### src/include/gray_servo_pkg.sv
// Purpose: Shared constants and types for the cathode gray scale servo.
// Assumes: Avalon-MM word addressing in bytes, 32-bit data.
// Notes: Offsets are byte addresses.
package gray_servo_pkg;
  localparam int unsigned DAC_W = 7;
  localparam logic [7:0] OFS_INTENSITY_R = 8'h00;
  localparam logic [7:0] OFS_INTENSITY_G = 8'h04;
  localparam logic [7:0] OFS_INTENSITY_B = 8'h08;
  localparam logic [7:0] OFS_CONTRAST = 8'h0C;
  localparam logic [7:0] OFS_BRIGHTNESS = 8'h10;
  localparam logic [7:0] OFS_CONTROL = 8'h14;
  localparam logic [7:0] OFS_STATUS = 8'h18;
  localparam logic [7:0] OFS_LIMITS = 8'h1C;
  localparam logic [7:0] OFS_DC_LATCH = 8'h20;
  localparam logic [7:0] OFS_GAIN_LATCH = 8'h24;
  localparam logic [7:0] OFS_OFFSET_LATCH = 8'h28;
  localparam int unsigned CTRL_FREEZE_BIT = 0;
  localparam int unsigned CTRL_BRIGHT_OFF_BIT = 1;
  localparam int unsigned STAT_LIMIT_UP_BIT = 0;
  localparam int unsigned STAT_LIMIT_DN_BIT = 1;
  localparam logic [6:0] RST_INTENSITY = 7'h20;
  localparam logic [6:0] RST_CONTRAST = 7'h40;
  localparam logic [6:0] RST_BRIGHTNESS = 7'h40;
  localparam logic [6:0] RST_LATCH = 7'h40;
  localparam logic [6:0] RST_LIMIT_HI = 7'h70;
  localparam logic [6:0] RST_LIMIT_LO = 7'h08;
  localparam logic [3:0] DARK_DIVISOR = 4'hA;
  localparam int unsigned SAMPLE_LINES = 3;
  localparam int unsigned LINE_US = 64;
  localparam int unsigned CLK_MHZ = 100;
  localparam int unsigned LINE_CYCLES = LINE_US * CLK_MHZ;
  localparam int unsigned HALF_LINE_CYCLES = LINE_CYCLES / 2;
  localparam int unsigned STEP_CYCLES = 64;
  typedef enum logic [1:0] {PH_BACKLOAD, PH_ADJUST, PH_LOAD, PH_IDLE} step_t;
endpackage

### src/include/servo_step_if.sv
// Purpose: Carrier between sequencer and loop counter.
// Assumes: One clock domain.
// Notes: Backload and count enable are one-cycle pulses.
`timescale 1ns/1ns
`default_nettype none
interface servo_step_if;
  logic backload;
  logic [6:0] backload_val;
  logic count_en;
  logic up;
  logic down;
  logic [6:0] count;
  modport seq (output backload, output backload_val, output count_en, output up,
    output down, input count);
  modport cnt (input backload, input backload_val, input count_en, input up,
    input down, output count);
endinterface
`default_nettype wire
### src/core/gray_scale_servo.sv
// Purpose: Digital control of the auto gray scale cathode servo loops.
// Assumes: Comparator and timing pins are asynchronous; host uses Avalon-MM.
// Notes: Latches drive external 7-bit converters through one register stage.
//
// The register offsets and the Avalon-MM register port are this design's own decisions.
`timescale 1ns/1ns
`default_nettype none
// Functional notes
// - Sample three lines after vertical suppression
// - First half bright, second half dark
// - Six loops: three dark, three gain
// - Latches hold values, feed 7-bit converters
// - Three intensity latches give references
// - Bright pulse amplitude follows contrast
// - Gain loop matches bright reference
// - Count up above, down below, else hold
// - Dark reference is intensity over ten
// - Black pulse; dark loop matches reference
// - Load copies counter into served latch
// - Backload copies latch into counter first
// - Timing-driven sequencer addresses latches
// - Brightness shifts all pedestals equally
// - Contrast word sets bright pulse level
// - Freeze bit holds loops unchanged
// - Offset loop runs in field flyback
// - Limit flags request screen grid adjust
module gray_scale_servo
  import gray_servo_pkg::*;
(
  input wire logic mclk_i,
  input wire logic arst_n_i,
  input wire logic [7:0] avs_address_i,
  input wire logic avs_read_i,
  input wire logic avs_write_i,
  input wire logic [31:0] avs_writedata_i,
  input wire logic [3:0] avs_byteenable_i,
  output logic [31:0] avs_readdata_o,
  output logic avs_waitrequest_o,
  input wire logic vsupp_end_i,
  input wire logic hsync_i,
  input wire logic field_flyback_i,
  input wire logic upper_error_comparator_i,
  input wire logic lower_error_comparator_i,
  output logic [20:0] dc_dac_o,
  output logic [20:0] gain_dac_o,
  output logic [6:0] offset_dac_o,
  output logic [20:0] ref_dac_o,
  output logic [6:0] contrast_dac_o,
  output logic [6:0] brightness_dac_o,
  output logic bright_pulse_o,
  output logic black_pulse_o,
  output logic [1:0] channel_o,
  output logic screen_grid_control_up_o,
  output logic screen_grid_control_down_o
);
  logic [6:0] intensity_ff [3];
  logic [6:0] dc_ff [3];
  logic [6:0] gain_ff [3];
  logic [6:0] offset_ff;
  logic [6:0] contrast_ff;
  logic [6:0] brightness_ff;
  logic freeze_ff;
  logic bright_off_ff;
  logic [6:0] limit_hi_ff;
  logic [6:0] limit_lo_ff;
  logic lim_up_ff;
  logic lim_dn_ff;
  logic vsupp_s;
  logic hsync_s;
  logic flyback_s;
  logic up_s;
  logic dn_s;
  logic vsupp_d_ff;
  logic hsync_d_ff;
  logic flyback_d_ff;
  logic sampling_ff;
  logic [1:0] line_ff;
  logic [12:0] pos_ff;
  logic [1:0] loop_ch_ff;
  logic loop_dark_ff;
  logic loop_offset_ff;
  step_t step_ff;
  logic [5:0] step_cnt_ff;
  logic [6:0] sel_latch;
  logic start_bright;
  logic start_dark;
  logic start_offset;
  logic bus_hit;
  servo_step_if st ();
  servo_counter u_counter (
    .mclk_i(mclk_i),
    .arst_n_i(arst_n_i),
    .st(st)
  );
  pin_sync u_sync_vs (.mclk_i(mclk_i), .arst_n_i(arst_n_i), .pin_i(vsupp_end_i),
    .level_o(vsupp_s));
  pin_sync u_sync_hs (.mclk_i(mclk_i), .arst_n_i(arst_n_i), .pin_i(hsync_i),
    .level_o(hsync_s));
  pin_sync u_sync_fb (.mclk_i(mclk_i), .arst_n_i(arst_n_i), .pin_i(field_flyback_i),
    .level_o(flyback_s));
  pin_sync u_sync_up (.mclk_i(mclk_i), .arst_n_i(arst_n_i),
    .pin_i(upper_error_comparator_i), .level_o(up_s));
  pin_sync u_sync_dn (.mclk_i(mclk_i), .arst_n_i(arst_n_i),
    .pin_i(lower_error_comparator_i), .level_o(dn_s));
  function automatic logic [6:0] dark_ref(input logic [6:0] val);
    dark_ref = val / {3'h0, DARK_DIVISOR};
  endfunction
  // Edge detectors and line counting over the three sampling lines.
  always_ff @(posedge mclk_i or negedge arst_n_i) begin
    if (!arst_n_i) begin
      vsupp_d_ff <= 1'b0;
      hsync_d_ff <= 1'b0;
      flyback_d_ff <= 1'b0;
    end else begin
      vsupp_d_ff <= vsupp_s;
      hsync_d_ff <= hsync_s;
      flyback_d_ff <= flyback_s;
    end
  end
  always_ff @(posedge mclk_i or negedge arst_n_i) begin
    if (!arst_n_i) begin
      sampling_ff <= 1'b0;
      line_ff <= 2'h0;
      pos_ff <= 13'h0000;
    end else if (vsupp_s && !vsupp_d_ff) begin
      sampling_ff <= 1'b1;
      line_ff <= 2'h0;
      pos_ff <= 13'h0000;
    end else if (sampling_ff && hsync_s && !hsync_d_ff && pos_ff != 13'h0000) begin
      pos_ff <= 13'h0000;
      if (line_ff == 2'(SAMPLE_LINES - 1)) begin
        sampling_ff <= 1'b0;
      end else begin
        line_ff <= line_ff + 2'h1;
      end
    end else if (sampling_ff && pos_ff != 13'(LINE_CYCLES - 1)) begin
      pos_ff <= pos_ff + 13'h0001;
    end
  end
  assign start_bright = sampling_ff && pos_ff == 13'h0001;
  assign start_dark = sampling_ff && pos_ff == 13'(HALF_LINE_CYCLES);
  assign start_offset = flyback_s && !flyback_d_ff;
  // Sequencer: backload, adjust, load for the addressed loop.
  always_ff @(posedge mclk_i or negedge arst_n_i) begin
    if (!arst_n_i) begin
      step_ff <= PH_IDLE;
      step_cnt_ff <= 6'h00;
      loop_ch_ff <= 2'h0;
      loop_dark_ff <= 1'b0;
      loop_offset_ff <= 1'b0;
    end else begin
      unique case (step_ff)
        PH_IDLE: begin
          if (!freeze_ff && start_bright && !bright_off_ff) begin
            step_ff <= PH_BACKLOAD;
            loop_ch_ff <= line_ff;
            loop_dark_ff <= 1'b0;
            loop_offset_ff <= 1'b0;
          end else if (!freeze_ff && start_dark) begin
            step_ff <= PH_BACKLOAD;
            loop_ch_ff <= line_ff;
            loop_dark_ff <= 1'b1;
            loop_offset_ff <= 1'b0;
          end else if (!freeze_ff && start_offset) begin
            step_ff <= PH_BACKLOAD;
            loop_offset_ff <= 1'b1;
          end
        end
        PH_BACKLOAD: begin
          step_ff <= PH_ADJUST;
          step_cnt_ff <= 6'h00;
        end
        PH_ADJUST: begin
          step_cnt_ff <= step_cnt_ff + 6'h01;
          if (step_cnt_ff == 6'(STEP_CYCLES - 1)) begin
            step_ff <= PH_LOAD;
          end
        end
        PH_LOAD: begin
          step_ff <= PH_IDLE;
        end
      endcase
    end
  end
  always_comb begin
    if (loop_offset_ff) begin
      sel_latch = offset_ff;
    end else if (loop_dark_ff) begin
      sel_latch = dc_ff[loop_ch_ff];
    end else begin
      sel_latch = gain_ff[loop_ch_ff];
    end
  end
  assign st.backload = step_ff == PH_BACKLOAD;
  assign st.backload_val = sel_latch;
  // The decision waits for the last adjust cycle so that the synchronised comparator
  // levels reflect the reference pulse of this period, not the previous one.
  assign st.count_en = step_ff == PH_ADJUST && step_cnt_ff == 6'(STEP_CYCLES - 1);
  assign st.up = up_s;
  assign st.down = dn_s && !up_s;
  // Converter latches; written only by load steps, read back by the host.
  always_ff @(posedge mclk_i or negedge arst_n_i) begin
    if (!arst_n_i) begin
      for (int i = 0; i < 3; i++) begin
        dc_ff[i] <= RST_LATCH;
        gain_ff[i] <= RST_LATCH;
      end
      offset_ff <= RST_LATCH;
    end else if (step_ff == PH_LOAD && !freeze_ff) begin
      if (loop_offset_ff) begin
        offset_ff <= st.count;
      end else if (loop_dark_ff) begin
        dc_ff[loop_ch_ff] <= st.count;
      end else begin
        gain_ff[loop_ch_ff] <= st.count;
      end
    end
  end
  // Host registers.
  assign bus_hit = avs_write_i && !avs_waitrequest_o && avs_byteenable_i[0];
  always_ff @(posedge mclk_i or negedge arst_n_i) begin
    if (!arst_n_i) begin
      for (int i = 0; i < 3; i++) begin
        intensity_ff[i] <= RST_INTENSITY;
      end
      contrast_ff <= RST_CONTRAST;
      brightness_ff <= RST_BRIGHTNESS;
      freeze_ff <= 1'b0;
      bright_off_ff <= 1'b0;
      limit_hi_ff <= RST_LIMIT_HI;
      limit_lo_ff <= RST_LIMIT_LO;
    end else if (bus_hit) begin
      unique case (avs_address_i)
        OFS_INTENSITY_R: intensity_ff[0] <= avs_writedata_i[6:0];
        OFS_INTENSITY_G: intensity_ff[1] <= avs_writedata_i[6:0];
        OFS_INTENSITY_B: intensity_ff[2] <= avs_writedata_i[6:0];
        OFS_CONTRAST: contrast_ff <= avs_writedata_i[6:0];
        OFS_BRIGHTNESS: brightness_ff <= avs_writedata_i[6:0];
        OFS_CONTROL: begin
          freeze_ff <= avs_writedata_i[CTRL_FREEZE_BIT];
          bright_off_ff <= avs_writedata_i[CTRL_BRIGHT_OFF_BIT];
        end
        OFS_LIMITS: begin
          limit_lo_ff <= avs_writedata_i[6:0];
          limit_hi_ff <= avs_writedata_i[14:8];
        end
        default: begin
        end
      endcase
    end
  end
  // Limit flags follow the reference words.
  always_ff @(posedge mclk_i or negedge arst_n_i) begin
    if (!arst_n_i) begin
      lim_up_ff <= 1'b0;
      lim_dn_ff <= 1'b0;
    end else begin
      lim_up_ff <= intensity_ff[0] > limit_hi_ff || intensity_ff[1] > limit_hi_ff ||
        intensity_ff[2] > limit_hi_ff;
      lim_dn_ff <= intensity_ff[0] < limit_lo_ff || intensity_ff[1] < limit_lo_ff ||
        intensity_ff[2] < limit_lo_ff;
    end
  end
  // Bus slave: one wait cycle, read data registered.
  always_ff @(posedge mclk_i or negedge arst_n_i) begin
    if (!arst_n_i) begin
      avs_waitrequest_o <= 1'b1;
      avs_readdata_o <= 32'h00000000;
    end else begin
      avs_waitrequest_o <= !((avs_read_i || avs_write_i) && avs_waitrequest_o);
      if (avs_read_i && avs_waitrequest_o) begin
        unique case (avs_address_i)
          OFS_INTENSITY_R: avs_readdata_o <= {25'h0, intensity_ff[0]};
          OFS_INTENSITY_G: avs_readdata_o <= {25'h0, intensity_ff[1]};
          OFS_INTENSITY_B: avs_readdata_o <= {25'h0, intensity_ff[2]};
          OFS_CONTRAST: avs_readdata_o <= {25'h0, contrast_ff};
          OFS_BRIGHTNESS: avs_readdata_o <= {25'h0, brightness_ff};
          OFS_CONTROL: avs_readdata_o <= {30'h0, bright_off_ff, freeze_ff};
          OFS_STATUS: avs_readdata_o <= {30'h0, lim_dn_ff, lim_up_ff};
          OFS_LIMITS: avs_readdata_o <= {17'h0, limit_hi_ff, 1'b0, limit_lo_ff};
          OFS_DC_LATCH: avs_readdata_o <= {11'h0, dc_ff[2], dc_ff[1], dc_ff[0]};
          OFS_GAIN_LATCH: avs_readdata_o <= {11'h0, gain_ff[2], gain_ff[1], gain_ff[0]};
          OFS_OFFSET_LATCH: avs_readdata_o <= {25'h0, offset_ff};
          default: avs_readdata_o <= 32'h00000000;
        endcase
      end
    end
  end
  // Registered analog drive words.
  always_ff @(posedge mclk_i or negedge arst_n_i) begin
    if (!arst_n_i) begin
      dc_dac_o <= {3{RST_LATCH}};
      gain_dac_o <= {3{RST_LATCH}};
      offset_dac_o <= RST_LATCH;
      ref_dac_o <= 21'h000000;
      contrast_dac_o <= RST_CONTRAST;
      brightness_dac_o <= RST_BRIGHTNESS;
      bright_pulse_o <= 1'b0;
      black_pulse_o <= 1'b0;
      channel_o <= 2'h0;
      screen_grid_control_up_o <= 1'b0;
      screen_grid_control_down_o <= 1'b0;
    end else begin
      dc_dac_o <= {dc_ff[2], dc_ff[1], dc_ff[0]};
      gain_dac_o <= {gain_ff[2], gain_ff[1], gain_ff[0]};
      offset_dac_o <= offset_ff;
      if (sampling_ff && pos_ff >= 13'(HALF_LINE_CYCLES)) begin
        ref_dac_o <= {dark_ref(intensity_ff[2]), dark_ref(intensity_ff[1]),
          dark_ref(intensity_ff[0])};
      end else begin
        ref_dac_o <= {intensity_ff[2], intensity_ff[1], intensity_ff[0]};
      end
      contrast_dac_o <= contrast_ff;
      brightness_dac_o <= brightness_ff;
      bright_pulse_o <= sampling_ff && pos_ff < 13'(HALF_LINE_CYCLES);
      black_pulse_o <= sampling_ff && pos_ff >= 13'(HALF_LINE_CYCLES);
      channel_o <= line_ff;
      screen_grid_control_up_o <= lim_up_ff;
      screen_grid_control_down_o <= lim_dn_ff;
    end
  end
endmodule // gray_scale_servo
`default_nettype wire

### src/core/pin_sync.sv
// Purpose: Three-stage synchroniser with agreement filter.
// Assumes: Input is asynchronous to mclk_i.
// Notes: The first stage is read only by the second.
`timescale 1ns/1ns
`default_nettype none
module pin_sync (
  input wire logic mclk_i,
  input wire logic arst_n_i,
  input wire logic pin_i,
  output logic level_o
);
  logic s1_ff;
  logic s2_ff;
  logic s3_ff;
  always_ff @(posedge mclk_i or negedge arst_n_i) begin
    if (!arst_n_i) begin
      s1_ff <= 1'b0;
      s2_ff <= 1'b0;
      s3_ff <= 1'b0;
      level_o <= 1'b0;
    end else begin
      s1_ff <= pin_i;
      s2_ff <= s1_ff;
      s3_ff <= s2_ff;
      if (s2_ff == s3_ff) begin
        level_o <= s3_ff;
      end
    end
  end
endmodule // pin_sync
`default_nettype wire

### src/core/servo_counter.sv
// Purpose: 7-bit saturating up/down loop counter.
// Assumes: Up and down never both high.
// Notes: Backload overrides counting.
`timescale 1ns/1ns
`default_nettype none
module servo_counter
  import gray_servo_pkg::*;
(
  input wire logic mclk_i,
  input wire logic arst_n_i,
  servo_step_if.cnt st
);
  logic [6:0] cnt_ff;
  assign st.count = cnt_ff;
  always_ff @(posedge mclk_i or negedge arst_n_i) begin
    if (!arst_n_i) begin
      cnt_ff <= RST_LATCH;
    end else if (st.backload) begin
      cnt_ff <= st.backload_val;
    end else if (st.count_en && st.up && cnt_ff != 7'h7F) begin
      cnt_ff <= cnt_ff + 7'h01;
    end else if (st.count_en && st.down && cnt_ff != 7'h00) begin
      cnt_ff <= cnt_ff - 7'h01;
    end
  end
endmodule // servo_counter
`default_nettype wire

### config.mk
export PLATFORM = sky130hd
export DESIGN_NAME = gray_scale_servo
export DESIGN_NICKNAME = d
export VERILOG_FILES = /design/src/include/gray_servo_pkg.sv /design/src/include/servo_step_if.sv /design/src/core/gray_scale_servo.sv /design/src/core/pin_sync.sv /design/src/core/servo_counter.sv
export SDC_FILE = /design/constraint.sdc
export NUM_CORES = 1
export LEC_CHECK = 0
export BUFFER_PORTS_ARGS = -buffer_cell sky130_fd_sc_hd__buf_2
export CORE_AREA = 2 2 194 196
export DETAILED_ROUTE_END_ITERATION = 7
export DIE_AREA = 0 0 196 198
export PLACE_DENSITY = 0.58
export SYNTH_ARGS = -nofsm -noshare
export SYNTH_HDL_FRONTEND = slang
export SYNTH_SLANG_ARGS = --single-unit
### constraint.sdc
create_clock -name mclk_i -period 4.1 [get_ports mclk_i]
set_input_delay 0.82 -clock mclk_i [delete_from_list [all_inputs] [get_ports mclk_i]]
set_output_delay 0.82 -clock mclk_i [all_outputs]
set_load 0.01 [all_outputs]
==> impl_metrics.prom <==
# TYPE chip_impl_metric gauge
chip_impl_info{name="outcome",value="finished clean"} 1
chip_impl_metric{name="wl",unit="um"} 34500
chip_impl_metric{name="wl_met3",unit="um"} 2340
chip_impl_metric{name="power_leakage",unit="nW"} 7.13
chip_impl_metric{name="grt_antenna_before_repair",unit=""} 7
chip_impl_info{name="commonest_cells_after_routing_fill_and_taps_aside",value="243 x dfrtp_1, 142 x buf_2, 114 x nand2_1"} 1
chip_impl_metric{name="slew_at_the_pin_closest_to_its_max_slew_limit",unit="ns"} 1.04
chip_impl_metric{name="wl_met2",unit="um"} 14900
chip_impl_info{name="cts_tree",value="done"} 1
chip_impl_metric{name="fraction_of_final_layout_cells_with_drive_strength_greater_than_1",unit="%"} 27.1
chip_impl_metric{name="setup_ws",unit="ns"} 0.709
chip_impl_info{name="critPathLaunch",value="step_cnt_ff[0]$_DFFE_PN0P_"} 1
chip_impl_metric{name="cts_buf_count",unit=""} 29
chip_impl_metric{name="syn-mean-instance-area",unit="sq um"} 11.3
chip_impl_info{name="highest_metal_used",value="met5"} 1
chip_impl_metric{name="worstPathRequired",unit="ns"} 4.59
chip_impl_metric{name="fp.dieH",unit="um"} 198
chip_impl_metric{name="cap_violations",unit=""} 0
chip_impl_metric{name="port-buffer-count",unit=""} 143
chip_impl_metric{name="htree_levels",unit=""} 1
chip_impl_info{name="cts.root.buffer_cell",value="clkbuf_16"} 1
chip_impl_metric{name="start_util",unit="%"} 34.3
chip_impl_metric{name="maximum_fanout_along_the_worst_path",unit=""} 10
chip_impl_metric{name="instances_no_fill",unit=""} 1749
chip_impl_metric{name="grt_pass1_wl",unit="um"} 53900
chip_impl_metric{name="post-synth-top-area-fraction",unit="%"} 48.0
chip_impl_metric{name="dp.cells",unit=""} 1691
chip_impl_metric{name="ys_seq_elements",unit=""} 272
chip_impl_metric{name="drc_errors",unit=""} 0
chip_impl_info{name="main_area_contributors_after_synthesis",value="dfrtp_1 48%, mux2_2 7.9%, dfstp_2 6.0%"} 1
chip_impl_metric{name="vdd_ir_drop_max",unit="mV"} 0.281
chip_impl_metric{name="grt_start_max_net_pins",unit=""} 83
chip_impl_metric{name="design.die.area",unit="sq mm"} 0.0388
chip_impl_metric{name="cts.reportedPaths.clkPinSlew",unit="ns"} 0.06
chip_impl_metric{name="crit_arrival",unit="ns"} 3.88
chip_impl_metric{name="timing.final.hold_violations",unit=""} 0
chip_impl_metric{name="route.antenna.remaining_nets",unit=""} 0
chip_impl_metric{name="placeableCoreArea",unit="sq mm"} 0.0370
chip_impl_metric{name="floorplan.rows",unit=""} 71
chip_impl_metric{name="ys_seq_area_share",unit="%"} 54.0
chip_impl_metric{name="post_cts_buffers",unit=""} 0
chip_impl_info{name="startpoint_type",value="flip-flop"} 1
chip_impl_info{name="synth_area_leader_cell",value="dfrtp_1"} 1
chip_impl_info{name="launching_point_of_the_worst_reg2reg_path",value="step_cnt_ff[0]$_DFFE_PN0P_"} 1
chip_impl_metric{name="synth.distinct_cells",unit=""} 76
chip_impl_metric{name="fin_crit",unit="ns"} 3.39
chip_impl_metric{name="setup_total_negative_slack",unit="ns"} 0
chip_impl_metric{name="grt.total_usage",unit="%"} 17.9
chip_impl_metric{name="ys_warn_count",unit=""} 0
chip_impl_metric{name="reg2reg_depth",unit=""} 11
chip_impl_metric{name="flow.area_growth_from_synthesis",unit="%"} 16.8
chip_impl_metric{name="worst_setup_skew_after_layout",unit="ns"} 0.0108
chip_impl_metric{name="m1WireLength",unit="um"} 16500
chip_impl_metric{name="globalRoute.totalOverflow",unit=""} 0
chip_impl_metric{name="ios",unit=""} 176
chip_impl_metric{name="hpwlAfterDp",unit="um"} 24700
chip_impl_info{name="rsz0062_at_grt",value="false"} 1
chip_impl_info{name="ys.flop_type",value="dfrtp_1"} 1
chip_impl_metric{name="cellPowerDensity",unit="mW/mm^2"} 405
chip_impl_metric{name="timing.slew.headroom",unit="%"} 30.4
chip_impl_info{name="mostFrequentLayoutCell",value="dfrtp_1"} 1
chip_impl_metric{name="detail_route.vias_per_cell",unit=""} 5.19
chip_impl_metric{name="clock_latency",unit="ns"} 0.57
chip_impl_metric{name="timing_max_transition_violations_final",unit=""} 0
chip_impl_metric{name="synth-edff-count",unit=""} 0
chip_impl_info{name="worst_min_delay_path_class",value="in2async"} 1
chip_impl_metric{name="setup_viol_count_final",unit=""} 0
chip_impl_metric{name="netlist_area",unit="sq mm"} 0.0127
chip_impl_metric{name="finalCritPeriodShare",unit="%"} 82.7
chip_impl_metric{name="tritoncts_num_sinks",unit=""} 272
chip_impl_metric{name="ctsResizeCount",unit=""} 0
chip_impl_metric{name="async_set_reset_flop_share_out_of_synthesis",unit="%"} 100
chip_impl_metric{name="final_net_count",unit=""} 1355
chip_impl_metric{name="clock.fmax",unit="GHz"} 0.295
chip_impl_metric{name="grt_pass1_vias",unit=""} 8812
chip_impl_metric{name="cts_hold_repair.buffers",unit=""} 0
chip_impl_info{name="critical_path.reg2reg.endpoint",value="u_counter.st.count[6]$_DFFE_PN1P_"} 1
chip_impl_metric{name="dieWidth",unit="um"} 196
chip_impl_metric{name="wl_per_cell",unit="um"} 19.7
chip_impl_info{name="endpoint_kind",value="flip-flop"} 1
chip_impl_metric{name="tritonroute_pass_1_iters",unit=""} 5
chip_impl_metric{name="cts.path.max_buffers",unit=""} 3
chip_impl_metric{name="num_vias",unit=""} 9075
chip_impl_metric{name="detailedRoute.firstIterationViolations",unit=""} 665
chip_impl_metric{name="placement.setup.worst_slack",unit="ns"} 0.769
chip_impl_metric{name="place_congestion",unit=""} 0.874
chip_impl_metric{name="setup.reg_to_reg.worst_slack",unit="ns"} 0.71
chip_impl_metric{name="synth_cells",unit=""} 1123
chip_impl_info{name="criticalPathCategory",value="reg2reg"} 1
final cells by class:
type / instances / area [sq um]
Tap cell: 474 / 593
Fill cell: 3604 / 22200
Multi-Input combinational cell: 763 / 5380
Clock buffer: 40 / 837
Sequential cell: 272 / 6840
Inverter: 31 / 116
Antenna cell: 4 / 10.0
Timing Repair Buffer: 151 / 811
Clock inverter: 14 / 209
sequential cells by signal (all words and copies together) (netlist names), 13 cells and up:
| name | flops |
|---|---|
| dc_ff | 21 |
| pos_ff | 13 |
| avs_readdata_o | 21 |
| gain_dac_o | 21 |
| gain_ff | 21 |
| ref_dac_o | 21 |
| dc_dac_o | 21 |
| intensity_ff | 21 |
kinds of logic after synthesis:
kind of cell               share of synthesized area [%]
xor gates and xnor gates                           0.899
buffers and inverters                               3.80
adders and majority gates                           6.02
DFF                                                 54.0
and+or+nand+nor                                     12.1
AOI/OAI and AO/OA                                   13.4
other                                             0.0296
muxes                                               9.74
per-stage QoR:
stage	hold WS (ns)	power (mW)	util (%)	cell area, sq um
floorplan	0.331	3.07	-	12700
finish	0.229	6.00	40.1	14800
detailed placement	0.339	3.23	37.2	13700
CTS	0.248	6.08	40.0	14800
global route	0.270	6.27	40.0	14800
global placement	0.332	3.23	37.2	13700
worst max-delay path by stage:
| stage | to | slack (ns) | cells after the start |
|---|---|---|---|
| finish | u_counter.st.count[6]$_DFFE_PN1P_ | 0.71 | 11 |
| global placement | u_counter.st.count[6]$_DFFE_PN1P_ | 0.82 | 11 |
| global route | u_counter.st.count[6]$_DFFE_PN1P_ | 0.37 | 11 |
| detailed placement | u_counter.st.count[6]$_DFFE_PN1P_ | 0.77 | 11 |
| CTS | u_counter.st.count[6]$_DFFE_PN1P_ | 0.76 | 11 |
| floorplan | u_counter.st.count[6]$_DFFE_PN1P_ | 1.07 | 10 |
layer usage:
| layer | up-vias | global-route usage (%) |
|---|---|---|
| met5 | - | 0 |
| met3 | 54 | 3.70 |
| li1 | 4302 | - |
| met1 | 4453 | 26.5 |
| met2 | 258 | 26.6 |
| met4 | 8 | 4.63 |
critical path: stages, from the launching register on:
cell and delay, ns:
dfrtp_1 0.39, ha_1 0.20, nand3_1 0.13, nor2_1 0.22
nand4_1 0.43, fa_1 0.59, a211oi_1 0.33, o21bai_1 0.12
a21oi_1 0.27, nor2_1 0.07, a211o_1 0.27, a221o_1 0.29
synthesized netlist by cell type (all sizes together), types with 5 or more instances:
cell and count:
nor2 65, inv 29, a21oi 42, maj3 8, o22ai 6, clkbuf 34, and3b 5, o31ai 8
o21ai 95, buf 33, mux2i 13, a211oi 9, nand2b 9, or3 5, a31oi 9, and4 5
nand3 27, ha 53, a221oi 13, nor3 12, xor2 10, nor4 6, dfrtp 243, and2 12
a22oi 22, dfstp 29, o211ai 9, a22o 11, a21boi 5, nand2 116, mux2 90, nor2b 21
nand4 13
report_power, final:
group	internal [mW]	leakage, nW	total [mW]	switching (mW)
clock network	1.69	0.501	2.82	1.12
registers	2.75	3.52	2.82	0.0692
logic	0.126	3.11	0.358	0.232
total	4.57	7.13	6.00	1.42
(Power assumes the default switching activity.)
